--- src/odc_pkg.sv ---
// Constants and types shared by the upper-half opcode decoder and its condition evaluator.
// Assumes a single core clock; nothing here holds state.
package odc_pkg;

  // ==========================================
  // Opcode fields
  localparam int ODC_NIB_W = 4;
  localparam int ODC_BYTE_W = 8;

  // Lower-nibble columns of the upper decode half
  localparam logic [3:0] ODC_COL_LD_WR = 4'h8;
  localparam logic [3:0] ODC_COL_LD_RW = 4'h9;
  localparam logic [3:0] ODC_COL_DBNZ = 4'ha;
  localparam logic [3:0] ODC_COL_RBR = 4'hb;
  localparam logic [3:0] ODC_COL_LDI = 4'hc;
  localparam logic [3:0] ODC_COL_AJMP = 4'hd;
  localparam logic [3:0] ODC_COL_INCW = 4'he;
  localparam logic [3:0] ODC_COL_MISC = 4'hf;

  // Add-with-carry opcodes
  localparam logic [7:0] ODC_OP_ADC_RR = 8'h12;
  localparam logic [7:0] ODC_OP_ADC_RIR = 8'h13;
  localparam logic [7:0] ODC_OP_ADC_GG = 8'h14;
  localparam logic [7:0] ODC_OP_ADC_GIG = 8'h15;
  localparam logic [7:0] ODC_OP_ADC_GIM = 8'h16;

  // Lengths and cycle counts of the add-with-carry formats
  localparam logic [1:0] ODC_BYTES_SHORT = 2'h2;
  localparam logic [1:0] ODC_BYTES_LONG = 2'h3;
  localparam logic [3:0] ODC_CYC_FAST = 4'h4;
  localparam logic [3:0] ODC_CYC_SLOW = 4'h6;

  // ==========================================
  // Condition codes
  localparam logic [3:0] ODC_CC_FALSE = 4'h0;
  localparam logic [3:0] ODC_CC_TRUE = 4'h8;
  localparam logic [3:0] ODC_CC_ULT = 4'h7;
  localparam logic [3:0] ODC_CC_UGE = 4'hf;
  localparam logic [3:0] ODC_CC_ZERO = 4'h6;
  localparam logic [3:0] ODC_CC_NZ = 4'he;
  localparam logic [3:0] ODC_CC_PLUS = 4'hd;
  localparam logic [3:0] ODC_CC_MINUS = 4'h5;
  localparam logic [3:0] ODC_CC_OV = 4'h4;
  localparam logic [3:0] ODC_CC_NOV = 4'hc;
  localparam logic [3:0] ODC_CC_SGE = 4'h9;
  localparam logic [3:0] ODC_CC_SLT = 4'h1;
  localparam logic [3:0] ODC_CC_SGT = 4'ha;
  localparam logic [3:0] ODC_CC_SLE = 4'h2;
  localparam logic [3:0] ODC_CC_UGT = 4'hb;
  localparam logic [3:0] ODC_CC_ULE = 4'h3;

  // ==========================================
  // Reset values
  localparam logic [7:0] ODC_RST_BYTE = 8'h00;

  typedef enum logic [5:0] {
    ODC_I_OTHER = 6'h00,
    ODC_I_LOAD_MOVE_WR = 6'h01,
    ODC_I_LOAD_MOVE_RW = 6'h02,
    ODC_I_DECREMENT_BRANCH_NONZERO = 6'h03,
    ODC_I_CONDITIONAL_RELATIVE_BRANCH = 6'h04,
    ODC_I_LOAD_MOVE_IMM = 6'h05,
    ODC_I_CONDITIONAL_ABSOLUTE_JUMP = 6'h06,
    ODC_I_INC_WORKING = 6'h07,
    ODC_I_THREAD_NEXT = 6'h08,
    ODC_I_THREAD_ENTER = 6'h09,
    ODC_I_THREAD_EXIT = 6'h0a,
    ODC_I_WAIT_FOR_INTERRUPT = 6'h0b,
    ODC_I_BANK_SELECT_ZERO = 6'h0c,
    ODC_I_BANK_SELECT_ONE = 6'h0d,
    ODC_I_IDLE = 6'h0e,
    ODC_I_STOP = 6'h0f,
    ODC_I_INTERRUPT_DISABLE = 6'h10,
    ODC_I_INTERRUPT_ENABLE = 6'h11,
    ODC_I_SUBROUTINE_RETURN = 6'h12,
    ODC_I_INTERRUPT_RETURN = 6'h13,
    ODC_I_CLEAR_CARRY = 6'h14,
    ODC_I_SET_CARRY = 6'h15,
    ODC_I_COMPLEMENT_CARRY = 6'h16,
    ODC_I_NO_OPERATION = 6'h17,
    ODC_I_ADC = 6'h18
  } odc_instr_t;

  typedef struct packed {
    logic c;
    logic z;
    logic s;
    logic v;
    logic d;
    logic h;
  } odc_flags_t;

endpackage : odc_pkg
--- src/odc_cond_if.sv ---
// Carries a condition field and the four test flags to the evaluator and its verdict back.
// Assumes the evaluator is purely combinational.
`timescale 1ns/1ps
interface odc_cond_if;
  logic [3:0] condition_field;
  logic c;
  logic z;
  logic s;
  logic v;
  logic take;

  modport eval (input condition_field, input c, input z, input s, input v, output take);
  modport user (output condition_field, output c, output z, output s, output v, input take);
endinterface : odc_cond_if

--- src/odc_cond_eval.sv ---
// Condition evaluator for conditional branches and jumps.
// Assumes flags are stable in the cycle they are tested; no clock here.
`timescale 1ns/1ps
module odc_cond_eval
  import odc_pkg::*;
(
  odc_cond_if.eval cif
);

  logic base;

  // Low three bits pick the test, the top bit inverts it
  always_comb begin
    unique case (cif.condition_field[2:0])
      3'h0: base = 1'b0;
      3'h1: base = cif.s ^ cif.v;
      3'h2: base = cif.z | (cif.s ^ cif.v);
      3'h3: base = cif.c | cif.z;
      3'h4: base = cif.v;
      3'h5: base = cif.s;
      3'h6: base = cif.z;
      3'h7: base = cif.c;
    endcase
  end

  assign cif.take = base ^ cif.condition_field[3];

endmodule : odc_cond_eval

--- src/odc_decode.sv ---
// Upper-half opcode decoder, condition test and add-with-carry execution unit.
// Assumes fetch presents one opcode per op_valid pulse and the register file supplies operands.
`timescale 1ns/1ps
module odc_decode
  import odc_pkg::*;
(
  input wire logic sys_clk,
  input wire logic sys_rst,
  input wire logic op_valid,
  input wire logic [7:0] opcode,
  input wire odc_flags_t flags_in,
  input wire logic adc_go,
  input wire logic [7:0] adc_dst,
  input wire logic [7:0] adc_src,
  output odc_instr_t dec_instr_q,
  output logic dec_valid_q,
  output logic [3:0] dec_reg_num_q,
  output logic [3:0] dec_condition_field_q,
  output logic dec_take_q,
  output logic [1:0] dec_bytes_q,
  output logic [3:0] dec_cycles_q,
  output logic dec_src_first_q,
  output logic adc_done_q,
  output logic [7:0] adc_result_q,
  output odc_flags_t adc_flags_q
);

  // ==========================================
  // Condition evaluation
  odc_cond_if cif ();

  assign cif.condition_field = opcode[7:4];
  assign cif.c = flags_in.c;
  assign cif.z = flags_in.z;
  assign cif.s = flags_in.s;
  assign cif.v = flags_in.v;

  odc_cond_eval u_eval (
    .cif(cif)
  );

  // ==========================================
  // Opcode decode
  function automatic odc_instr_t misc_decode(input logic [3:0] hi);
    odc_instr_t r;
    r = ODC_I_NO_OPERATION;
    unique case (hi)
      4'h0: r = ODC_I_THREAD_NEXT;
      4'h1: r = ODC_I_THREAD_ENTER;
      4'h2: r = ODC_I_THREAD_EXIT;
      4'h3: r = ODC_I_WAIT_FOR_INTERRUPT;
      4'h4: r = ODC_I_BANK_SELECT_ZERO;
      4'h5: r = ODC_I_BANK_SELECT_ONE;
      4'h6: r = ODC_I_IDLE;
      4'h7: r = ODC_I_STOP;
      4'h8: r = ODC_I_INTERRUPT_DISABLE;
      4'h9: r = ODC_I_INTERRUPT_ENABLE;
      4'ha: r = ODC_I_SUBROUTINE_RETURN;
      4'hb: r = ODC_I_INTERRUPT_RETURN;
      4'hc: r = ODC_I_CLEAR_CARRY;
      4'hd: r = ODC_I_SET_CARRY;
      4'he: r = ODC_I_COMPLEMENT_CARRY;
      4'hf: r = ODC_I_NO_OPERATION;
    endcase
    return r;
  endfunction : misc_decode

  odc_instr_t instr_d;
  logic dec_valid_d;
  logic [3:0] reg_num_d;
  logic [3:0] cond_d;
  logic take_d;
  logic [1:0] bytes_d;
  logic [3:0] cycles_d;
  logic src_first_d;

  always_comb begin
    instr_d = dec_instr_q;
    dec_valid_d = op_valid;
    reg_num_d = dec_reg_num_q;
    cond_d = dec_condition_field_q;
    take_d = dec_take_q;
    bytes_d = dec_bytes_q;
    cycles_d = dec_cycles_q;
    src_first_d = dec_src_first_q;
    if (op_valid) begin
      reg_num_d = opcode[7:4];
      cond_d = opcode[7:4];
      take_d = 1'b0;
      bytes_d = 2'h0;
      cycles_d = 4'h0;
      src_first_d = 1'b0;
      unique case (opcode[3:0])
        ODC_COL_LD_WR: instr_d = ODC_I_LOAD_MOVE_WR;
        ODC_COL_LD_RW: instr_d = ODC_I_LOAD_MOVE_RW;
        ODC_COL_DBNZ: instr_d = ODC_I_DECREMENT_BRANCH_NONZERO;
        ODC_COL_RBR: begin
          instr_d = ODC_I_CONDITIONAL_RELATIVE_BRANCH;
          take_d = cif.take;
        end
        ODC_COL_LDI: instr_d = ODC_I_LOAD_MOVE_IMM;
        ODC_COL_AJMP: begin
          instr_d = ODC_I_CONDITIONAL_ABSOLUTE_JUMP;
          take_d = cif.take;
        end
        ODC_COL_INCW: instr_d = ODC_I_INC_WORKING;
        ODC_COL_MISC: instr_d = misc_decode(opcode[7:4]);
        default: begin
          instr_d = ODC_I_OTHER;
          unique case (opcode)
            ODC_OP_ADC_RR: begin
              instr_d = ODC_I_ADC;
              bytes_d = ODC_BYTES_SHORT;
              cycles_d = ODC_CYC_FAST;
            end
            ODC_OP_ADC_RIR: begin
              instr_d = ODC_I_ADC;
              bytes_d = ODC_BYTES_SHORT;
              cycles_d = ODC_CYC_SLOW;
            end
            ODC_OP_ADC_GG, ODC_OP_ADC_GIG: begin
              instr_d = ODC_I_ADC;
              bytes_d = ODC_BYTES_LONG;
              cycles_d = ODC_CYC_SLOW;
              src_first_d = 1'b1;
            end
            ODC_OP_ADC_GIM: begin
              instr_d = ODC_I_ADC;
              bytes_d = ODC_BYTES_LONG;
              cycles_d = ODC_CYC_SLOW;
            end
            default: instr_d = ODC_I_OTHER;
          endcase
        end
      endcase
    end
  end

  always_ff @(posedge sys_clk or posedge sys_rst) begin
    if (sys_rst) begin
      dec_instr_q <= ODC_I_OTHER;
      dec_valid_q <= 1'b0;
      dec_reg_num_q <= 4'h0;
      dec_condition_field_q <= 4'h0;
      dec_take_q <= 1'b0;
      dec_bytes_q <= 2'h0;
      dec_cycles_q <= 4'h0;
      dec_src_first_q <= 1'b0;
    end else begin
      dec_instr_q <= instr_d;
      dec_valid_q <= dec_valid_d;
      dec_reg_num_q <= reg_num_d;
      dec_condition_field_q <= cond_d;
      dec_take_q <= take_d;
      dec_bytes_q <= bytes_d;
      dec_cycles_q <= cycles_d;
      dec_src_first_q <= src_first_d;
    end
  end

  // ==========================================
  // Add-with-carry execution
  // The source is only read, never written back: the caller keeps it untouched
  logic [8:0] sum9;
  logic [4:0] sum5;
  logic [7:0] result_d;
  odc_flags_t flags_d;
  logic done_d;

  always_comb begin
    sum9 = {1'b0, adc_dst} + {1'b0, adc_src} + {8'h00, flags_in.c};
    sum5 = {1'b0, adc_dst[3:0]} + {1'b0, adc_src[3:0]} + {4'h0, flags_in.c};
    result_d = adc_result_q;
    flags_d = adc_flags_q;
    done_d = adc_go;
    if (adc_go) begin
      result_d = sum9[7:0];
      flags_d.c = sum9[8];
      flags_d.z = (sum9[7:0] == ODC_RST_BYTE);
      flags_d.s = sum9[7];
      flags_d.v = (adc_dst[7] == adc_src[7]) && (sum9[7] != adc_dst[7]);
      flags_d.d = 1'b0;
      flags_d.h = sum5[4];
    end
  end

  always_ff @(posedge sys_clk or posedge sys_rst) begin
    if (sys_rst) begin
      adc_result_q <= 8'h00;
      adc_flags_q <= '0;
      adc_done_q <= 1'b0;
    end else begin
      adc_result_q <= result_d;
      adc_flags_q <= flags_d;
      adc_done_q <= done_d;
    end
  end
endmodule : odc_decode

--- config.mk ---
export PLATFORM = sky130hd
export DESIGN_NAME = odc_decode
export DESIGN_NICKNAME = d
export VERILOG_FILES = /design/src/odc_pkg.sv /design/src/odc_cond_if.sv /design/src/odc_cond_eval.sv /design/src/odc_decode.sv
export SDC_FILE = /design/constraint.sdc
export NUM_CORES = 1
export LEC_CHECK = 0
export ABC_AREA = 1
export BUFFER_PORTS_ARGS = -buffer_cell sky130_fd_sc_hd__buf_2
export CORE_MARGIN = 8
export CORE_UTILIZATION = 52
export DETAILED_ROUTE_END_ITERATION = 12
export GPL_TIMING_DRIVEN = 0
export PLACE_DENSITY = 0.95
export REMOVE_ABC_BUFFERS = 1
export SLEW_MARGIN = 20
export SYNTH_ARGS = -nofsm -noshare
export SYNTH_HDL_FRONTEND = slang
export SYNTH_SLANG_ARGS = --single-unit
--- constraint.sdc ---
create_clock -name sys_clk -period 1.4 [get_ports sys_clk]
set_clock_uncertainty 0.1 [all_clocks]
set_input_delay 0.14 -clock sys_clk [delete_from_list [all_inputs] [get_ports sys_clk]]
set_output_delay 0.14 -clock sys_clk [all_outputs]
set_load 0.03 [all_outputs]
==> run summary, run 1 <==
Status -> finished with violations
Failing checks -> setup timing
Post-Route WL -> 4530 um
Vias -> 1750
Global-route wire length before repair -> 7360 um
Cell variety after synth -> 31
CTS Buf Count -> 5
WL/cell -> 13.1 um
Largest net degree at the start of global routing -> 30
Ant. Diodes -> 0
Final setup vio count -> 1
Arr. time, crit path -> 1.66 ns
Row cnt -> 21
Worst-path maximum fanout -> 2
Post-Synth XOR/XNOR Area -> 0.0147
Clk buf depth -> 2
Pwr Density -> 983 mW/mm^2
Final number of hold-violating endpoints -> 0
Maximum VDD drop -> 0.000373 V
Worst reg2reg endpoint -> dec_instr_q[3]
CTS Sinks -> 29
CP Class -> input pin to flip-flop
Gpl congestion -> 0.908
Pins Over Slew Limit -> 0
Largest area contributor in the netlist -> dfrtp_1
Slew at the pin closest to its max-slew limit -> 0.570 ns
Core footprint -> 0.00331 mm^2
Synth Flop Type -> dfrtp_1
Hold Path Class -> input pin to flip-flop
Post-route antenna net violation count -> 0
Port Buffers -> 65
Tmin final -> 1.50 ns
Post-synthesis simple-gate area fraction -> 0.281
Reg clk slew, reported paths -> 0.08 ns
H-tree levels -> 2
Max Cap Viol -> 0
Initial antenna violation count -> 0
Final Cycle Share -> 1.07
DR iter-0 viols -> 109
Yosys top cell area share -> 0.407
Max transition margin -> 0.619
Final instance area -> 0.00225 mm^2
Synth warn -> 0
Starting Density -> 0.539
Avg Inst Size Synth -> 7.69 um^2
Sequential-to-total area share from yosys stat -> 0.407
DIE WIDTH -> 74.6 um
CTS root buf -> clkbuf_4
R2r setup slk -> 0.62 ns
Worst hold stages -> 3
Pleak -> 1.28 nW
Achievable Freq -> 667 MHz
FF+latch count, synth -> 29
Drt drc -> 0
Share of cells above drive strength 1 -> 0.340
Largest family of logic cells by synthesized area -> simple AND/OR/NAND/NOR gates
Filler Cell Count -> 276
Async set or reset register ratio after synthesis -> 1.00
Area delta synth->final -> 26.0%
Vias in the first global route -> 1724
Nets -> 343
Vias per cell -> 5.06
Reg2reg start -> dec_instr_q[3]
Post-synth EDFFs -> 0
Synth area leaders -> dfrtp_1 (41%), nand2_1 (16%), inv_1 (6.1%)
Clock tree from TritonCTS -> built
Area of the multi-input gates -> 883 um^2
Io pins -> 72
Min-delay src -> adc_dst[7]
Data required, critical path -> 1.56 ns
Netlist Area Pre-Place -> 0.00178 mm^2
Startpoint class of the critical path -> input pin
Final setup margin -> -0.0989 ns
Clk Latency, worst-skew pair -> 0.32 ns
Hold Path Sink -> adc_flags_q[2]
Synth Area in Compound Gates -> 0.0947
RSZ-0062 raised after global routing -> true
Mux contribution to synthesized area -> 0.00631
Syn Inst Count -> 232
Crit. End Element -> flip-flop
GR Util All Layers -> 0.171
Area of placed instances -> 0.00208 mm^2
Die H -> 74.6 um
Dpl hpwl -> 3490 um
Grt ovf -> 0
Pre-CTS setup slack -> -0.599 ns
First drt pass iteration count -> 4
Post-Synth Adder-Cell Area -> 0.0715
FF-to-FF path depth -> 2
Seq. cell area -> 726 um^2
Die area -> 0.00556 mm^2
## cells in the mapped netlist (3+ instances only)
cell type  count
a21oi_1        3
a31oi_1        4
buf_2          4
buf_4          9
dfrtp_1       29
ha_1           7
inv_1         29
inv_2          3
nand2_1       76
nand2_2        3
nand3_1       16
nand4_1        5
nor2_1        11
o21ai_0       12
## flip-flops by register name (all words and copies together), names as in the netlist
name / count
adc_result_q: 8
dec_instr_q: 5
adc_flags_q: 4
dec_valid_q: 1
adc_done_q: 1
dec_bytes_q: 2
dec_condition_field_q: 4
dec_src_first_q: 1
dec_take_q: 1
dec_cycles_q: 2
## area by class of cell
type | count | area share
inverters | 32 | 0.0545
clock buffers | 7 | 0.0245
flip-flops and latches | 29 | 0.323
well taps | 46 | 0.0256
multi-input cells | 160 | 0.393
repair buffers | 72 | 0.180
## worst max-delay path: stages
cell and delay (ns):
buf_6 0.07, inv_4 0.03, fa_2 0.37, inv_2 0.07
fa_2 0.43, inv_2 0.07, nand2_1 0.04, nor2_1 0.10
nand3_1 0.09, nor2_2 0.10, nand4_1 0.08, nand2_1 0.06
## cells in the final DEF, fill, tap and decap left out, drive strengths merged, types with 2 or more instances in the layout
master	Yosys	routed
a21oi	5	5
a31oi	4	4
buf	14	68
clkbuf	0	7
conb	1	4
dfrtp	29	29
dlygate4sd3	0	4
fa	2	2
ha	7	7
inv	32	32
nand2	79	79
nand3	17	17
nand4	6	6
nor2	12	12
o21ai	15	15
xor2	2	2
## per-stage QoR
step / instances / hold slack (ns) / util / total power, mW / setup TNS, ns
after floorplan: 221 / 0.0714 / - / 1.45 / -0.518
after global placement: 332 / 0.273 / 0.628 / 1.66 / -2.21
after detailed placement: 332 / 0.278 / 0.628 / 1.68 / -2.50
after CTS: 346 / -0.0122 / 0.668 / 2.21 / -0.182
after global routing: 346 / 0.0110 / 0.679 / 2.34 / -0.212
final: 346 / 0.0162 / 0.679 / 2.21 / -0.0989
## worst max path at each step
stage | startpoint | endpoint | slack, ns | cells past startpoint
final | adc_src[0] | adc_flags_q[4] | -0.1 | 12
after global routing | adc_src[0] | adc_flags_q[4] | -0.21 | 12
after CTS | adc_src[0] | adc_flags_q[4] | -0.12 | 12
after detailed placement | flags_in[5] | adc_flags_q[4] | -0.60 | 12
after global placement | flags_in[5] | adc_flags_q[4] | -0.55 | 12
after floorplan | flags_in[5] | adc_flags_q[4] | -0.30 | 11
## metal layers
layer,share of wire,GRT usage
met5,0,0
met4,0.014,0.0870
met3,0.11,0.0620
met2,0.48,0.291
met1,0.39,0.180
## report_power, final
| group | total (mW) | switching (mW) | internal [mW] |
|---|---|---|---|
| logic | 0.760 | 0.515 | 0.245 |
| clock network | 0.499 | 0.262 | 0.237 |
| registers | 0.951 | 0.0382 | 0.913 |
## cell families (layout without fill, tap and decap cells)
| family | Yosys count | in the layout |
|---|---|---|
| other cells | 1 | 4 |
| xor+xnor | 3 | 3 |
| buf+inv | 46 | 111 |
| mux | 1 | 1 |
| flops | 29 | 29 |
| fa+ha+maj | 9 | 9 |
| simple gates | 115 | 115 |
| compound gates | 28 | 28 |
## timing repair
item,4_1_cts,5_1_grt
hold endpoints to repair,24,29
gates cloned,0,0
setup endpoints to repair,2,6
buffers inserted,4,1
resized for setup,7,11
hold buffers,3,1
pin swaps,8,9
Note: power is estimated with default switching activity, not from simulation.
==> run 2, diff against run 1 <==
CORE_UTILIZATION = 45   (was 52)
PLACE_DENSITY = 0.86   (was 0.95)
==> run summary, run 2 (synthesis gave the netlist of run 1 again) <==
Top Registers -> adc_result_q: 8 flops, dec_instr_q: 5 flops (unchanged)
Post-Route WL -> 4350 um (was 4530 um)
Worst Setup SP -> adc_src[0] (unchanged)
DR iter-0 viols -> 64 (was 109)
Max transition margin -> 0.609 (was 0.619)
Final number of hold-violating endpoints -> 0 (unchanged)
Clk buf depth -> 2 (unchanged)
CP cell instances -> buf_6 > inv_4 > fa_2 > inv_2 > fa_2 > inv_2 > nand2_1 > nor2_1 > nand3_1 > nor2_2 > nand4_1 > nand2_1 (unchanged)
Worst-path maximum fanout -> 2 (unchanged)
Drt drc -> 0 (unchanged)
Grt peak-use layer -> met2 (unchanged)
Area of placed instances -> 0.00208 mm^2 (about the same)
RSZ-0062 raised after global routing -> true (unchanged)
Grt ovf -> 0 (unchanged)
Largest Register -> adc_result_q (unchanged)
Vias -> 1711 (was 1750)
Arr. time, crit path -> 1.63 ns (was 1.66 ns)
CTS root buf -> clkbuf_8 (was clkbuf_4)
Slew at the pin closest to its max-slew limit -> 0.586 ns (was 0.570 ns)
P_int -> 1.73 mW (was 1.39 mW)
WL/cell -> 12.5 um (was 13.1 um)
GR Layer Usage met3 -> 0.0587 (was 0.0620)
Share of cells above drive strength 1 -> 0.321 (was 0.340)
Initial antenna violation count -> 0 (unchanged)
CTS Sinks -> 29 (unchanged)
Pins Over Slew Limit -> 0 (unchanged)
Gpl congestion -> 0.851 (was 0.908)
Largest net degree at the start of global routing -> 30 (unchanged)
Crit path to -> adc_flags_q[4] (unchanged)
CP top delay family -> adder cells (unchanged)
Final Cycle Share -> 1.08 (was 1.07)
Area delta synth->final -> 27.1% (was 26.0%)
Combinational Power Share -> 0.286 (was 0.344)
Reg clk slew, reported paths -> 0.07 ns (was 0.08 ns)
Starting Density -> 0.456 (was 0.539)
Data required, critical path -> 1.52 ns (was 1.56 ns)
GR Util All Layers -> 0.144 (was 0.171)
Sw Share -> 0.327 (was 0.369)
Die area -> 0.00624 mm^2 (was 0.00556 mm^2)
R2r setup slk -> 0.63 ns (was 0.62 ns)
Seq. cell area -> 726 um^2 (unchanged)
Clock share of power -> 0.344 (was 0.226)
Post-route antenna net violation count -> 0 (unchanged)
Reg2reg start -> dec_instr_q[4] (was dec_instr_q[3])
Core footprint -> 0.00391 mm^2 (was 0.00331 mm^2)
Status -> finished with violations (unchanged)
Clock tree from TritonCTS -> built (unchanged)
Die H -> 79.0 um (was 74.6 um)
Port Buffers -> 65 (unchanged)
Switch Pwr -> 0.841 mW (was 0.815 mW)
Maximum VDD drop -> 0.000449 V (was 0.000373 V)
Ant. Diodes -> 0 (unchanged)
Achievable Freq -> 661 MHz (was 667 MHz)
Final setup vio count -> 1 (unchanged)
Final setup margin -> -0.113 ns (was -0.0989 ns)
Routing usage on met2 -> 0.242 (was 0.291)
Area of the multi-input gates -> 858 um^2 (was 883 um^2)
DIE WIDTH -> 79.0 um (was 74.6 um)
Clk Latency, worst-skew pair -> 0.27 ns (was 0.32 ns)
Pwr Density -> 1130 mW/mm^2 (was 983 mW/mm^2)
Startpoint class of the critical path -> input pin (unchanged)
H-tree levels -> 2 (unchanged)
Vias per cell -> 4.90 (was 5.06)
Nets -> 341 (was 343)
Failing checks -> setup timing (unchanged)
FF-to-FF path depth -> 2 (unchanged)
Hold Path Class -> input pin to flip-flop (unchanged)
CTS Buf Count -> 5 (unchanged)
Row cnt -> 23 (was 21)
Most frequent cells in the layout -> nand2_1 (76), buf_2 (63), dfrtp_1 (29) (was nand2_1 (73), buf_2 (63), dfrtp_1 (29))
Vias in the first global route -> 1673 (was 1724)
GRT met1 Usage -> 0.159 (was 0.180)
Crit. End Element -> flip-flop (unchanged)
Final hold slack -> 0.0271 ns (was 0.0162 ns)
Critical path buffers and inverters -> 4 (unchanged)
Tmin final -> 1.51 ns (was 1.50 ns)
Cell depth of the worst setup path -> 12 (unchanged)
Flop pwr share -> 0.371 (was 0.431)
Filler Cell Count -> 357 (was 276)
Final instance area -> 0.00227 mm^2 (was 0.00225 mm^2)
CP Class -> input pin to flip-flop (unchanged)
Io pins -> 72 (unchanged)
Worst reg2reg endpoint -> dec_instr_q[4] (was dec_instr_q[3])
Max reg flops -> 8 (unchanged)
Crit-path slowest cell -> fa_2 (unchanged)
First drt pass iteration count -> 4 (unchanged)
Worst stage delay on the critical path -> 0.43 ns (about the same)
Max Cap Viol -> 0 (unchanged)
Global-route wire length before repair -> 7290 um (was 7360 um)
Commonest non-fill, non-tap cell in the layout -> nand2_1 (unchanged)
Dpl hpwl -> 3510 um (was 3490 um)
Pleak -> 1.30 nW (was 1.28 nW)
[run 2: metal layers]
layer / vias to the layer above / wire length (um)
met5: - / 0
met4: 0 / 41
met3: 6 / 402
met2: 68 / 2000
met1: 771 / 1910
li1: 866 / -
[run 2: metrics by stage]
stage | power, mW | setup TNS, ns | utilization | instances | worst slack, ns
floorplan | 1.45 | -0.518 | - | 221 | -0.304
global placement | 1.67 | -2.27 | 0.533 | 336 | -0.563
detailed placement | 1.68 | -2.44 | 0.533 | 336 | -0.580
CTS | 2.59 | -0.179 | 0.574 | 347 | -0.179
global route | 2.71 | -0.257 | 0.580 | 349 | -0.212
finish | 2.57 | -0.113 | 0.580 | 349 | -0.113
[run 2: worst register-to-register path, delay by kind of cell (launching register included)]
family           cells  cell delay [ns]
AO/OA/AOI/OAI        1             0.09
flip-flops           1             0.38
AND/OR/NAND/NOR      1             0.07
[run 2: timing repair]
item,in CTS,in global routing
hold endpoints to repair,2,29
pin swaps,7,4
setup buffers,1,1
resized for setup,8,2
hold buffers,2,1
setup endpoints to repair,2,2
[run 2: layout make-up]
cell class,instances,area share
Multi-Input combinational cell,160,0.378
Tap cell,50,0.0276
Inverter,32,0.0541
Timing Repair Buffer,70,0.169
Sequential cell,29,0.320
Clock inverter,1,0.0132
Clock buffer,7,0.0381
[run 2: power groups by stage]
| stage | Combinational (mW) | Clock [mW] | Sequential, mW |
|---|---|---|---|
| 5_1_grt | 0.814 | 0.931 | 0.968 |
| 3_3_place_gp | 0.698 | 0 | 0.967 |
| 6_report | 0.735 | 0.884 | 0.954 |
| 4_1_cts | 0.730 | 0.905 | 0.955 |
| 2_1_floorplan | 0.290 | 0 | 1.16 |
| 3_5_place_dp | 0.713 | 0 | 0.969 |
[run 2: worst min-delay path by stage]
stage / startpoint / end / slack (ns) / cells after the start
floorplan: adc_go / adc_done_q / 0.07 / 0
global placement: op_valid / dec_valid_q / 0.27 / 1
detailed placement: op_valid / dec_valid_q / 0.28 / 1
CTS: opcode[1] / dec_src_first_q / 0.01 / 2
global route: opcode[1] / dec_src_first_q / 0.04 / 2
finish: opcode[1] / dec_src_first_q / 0.03 / 2
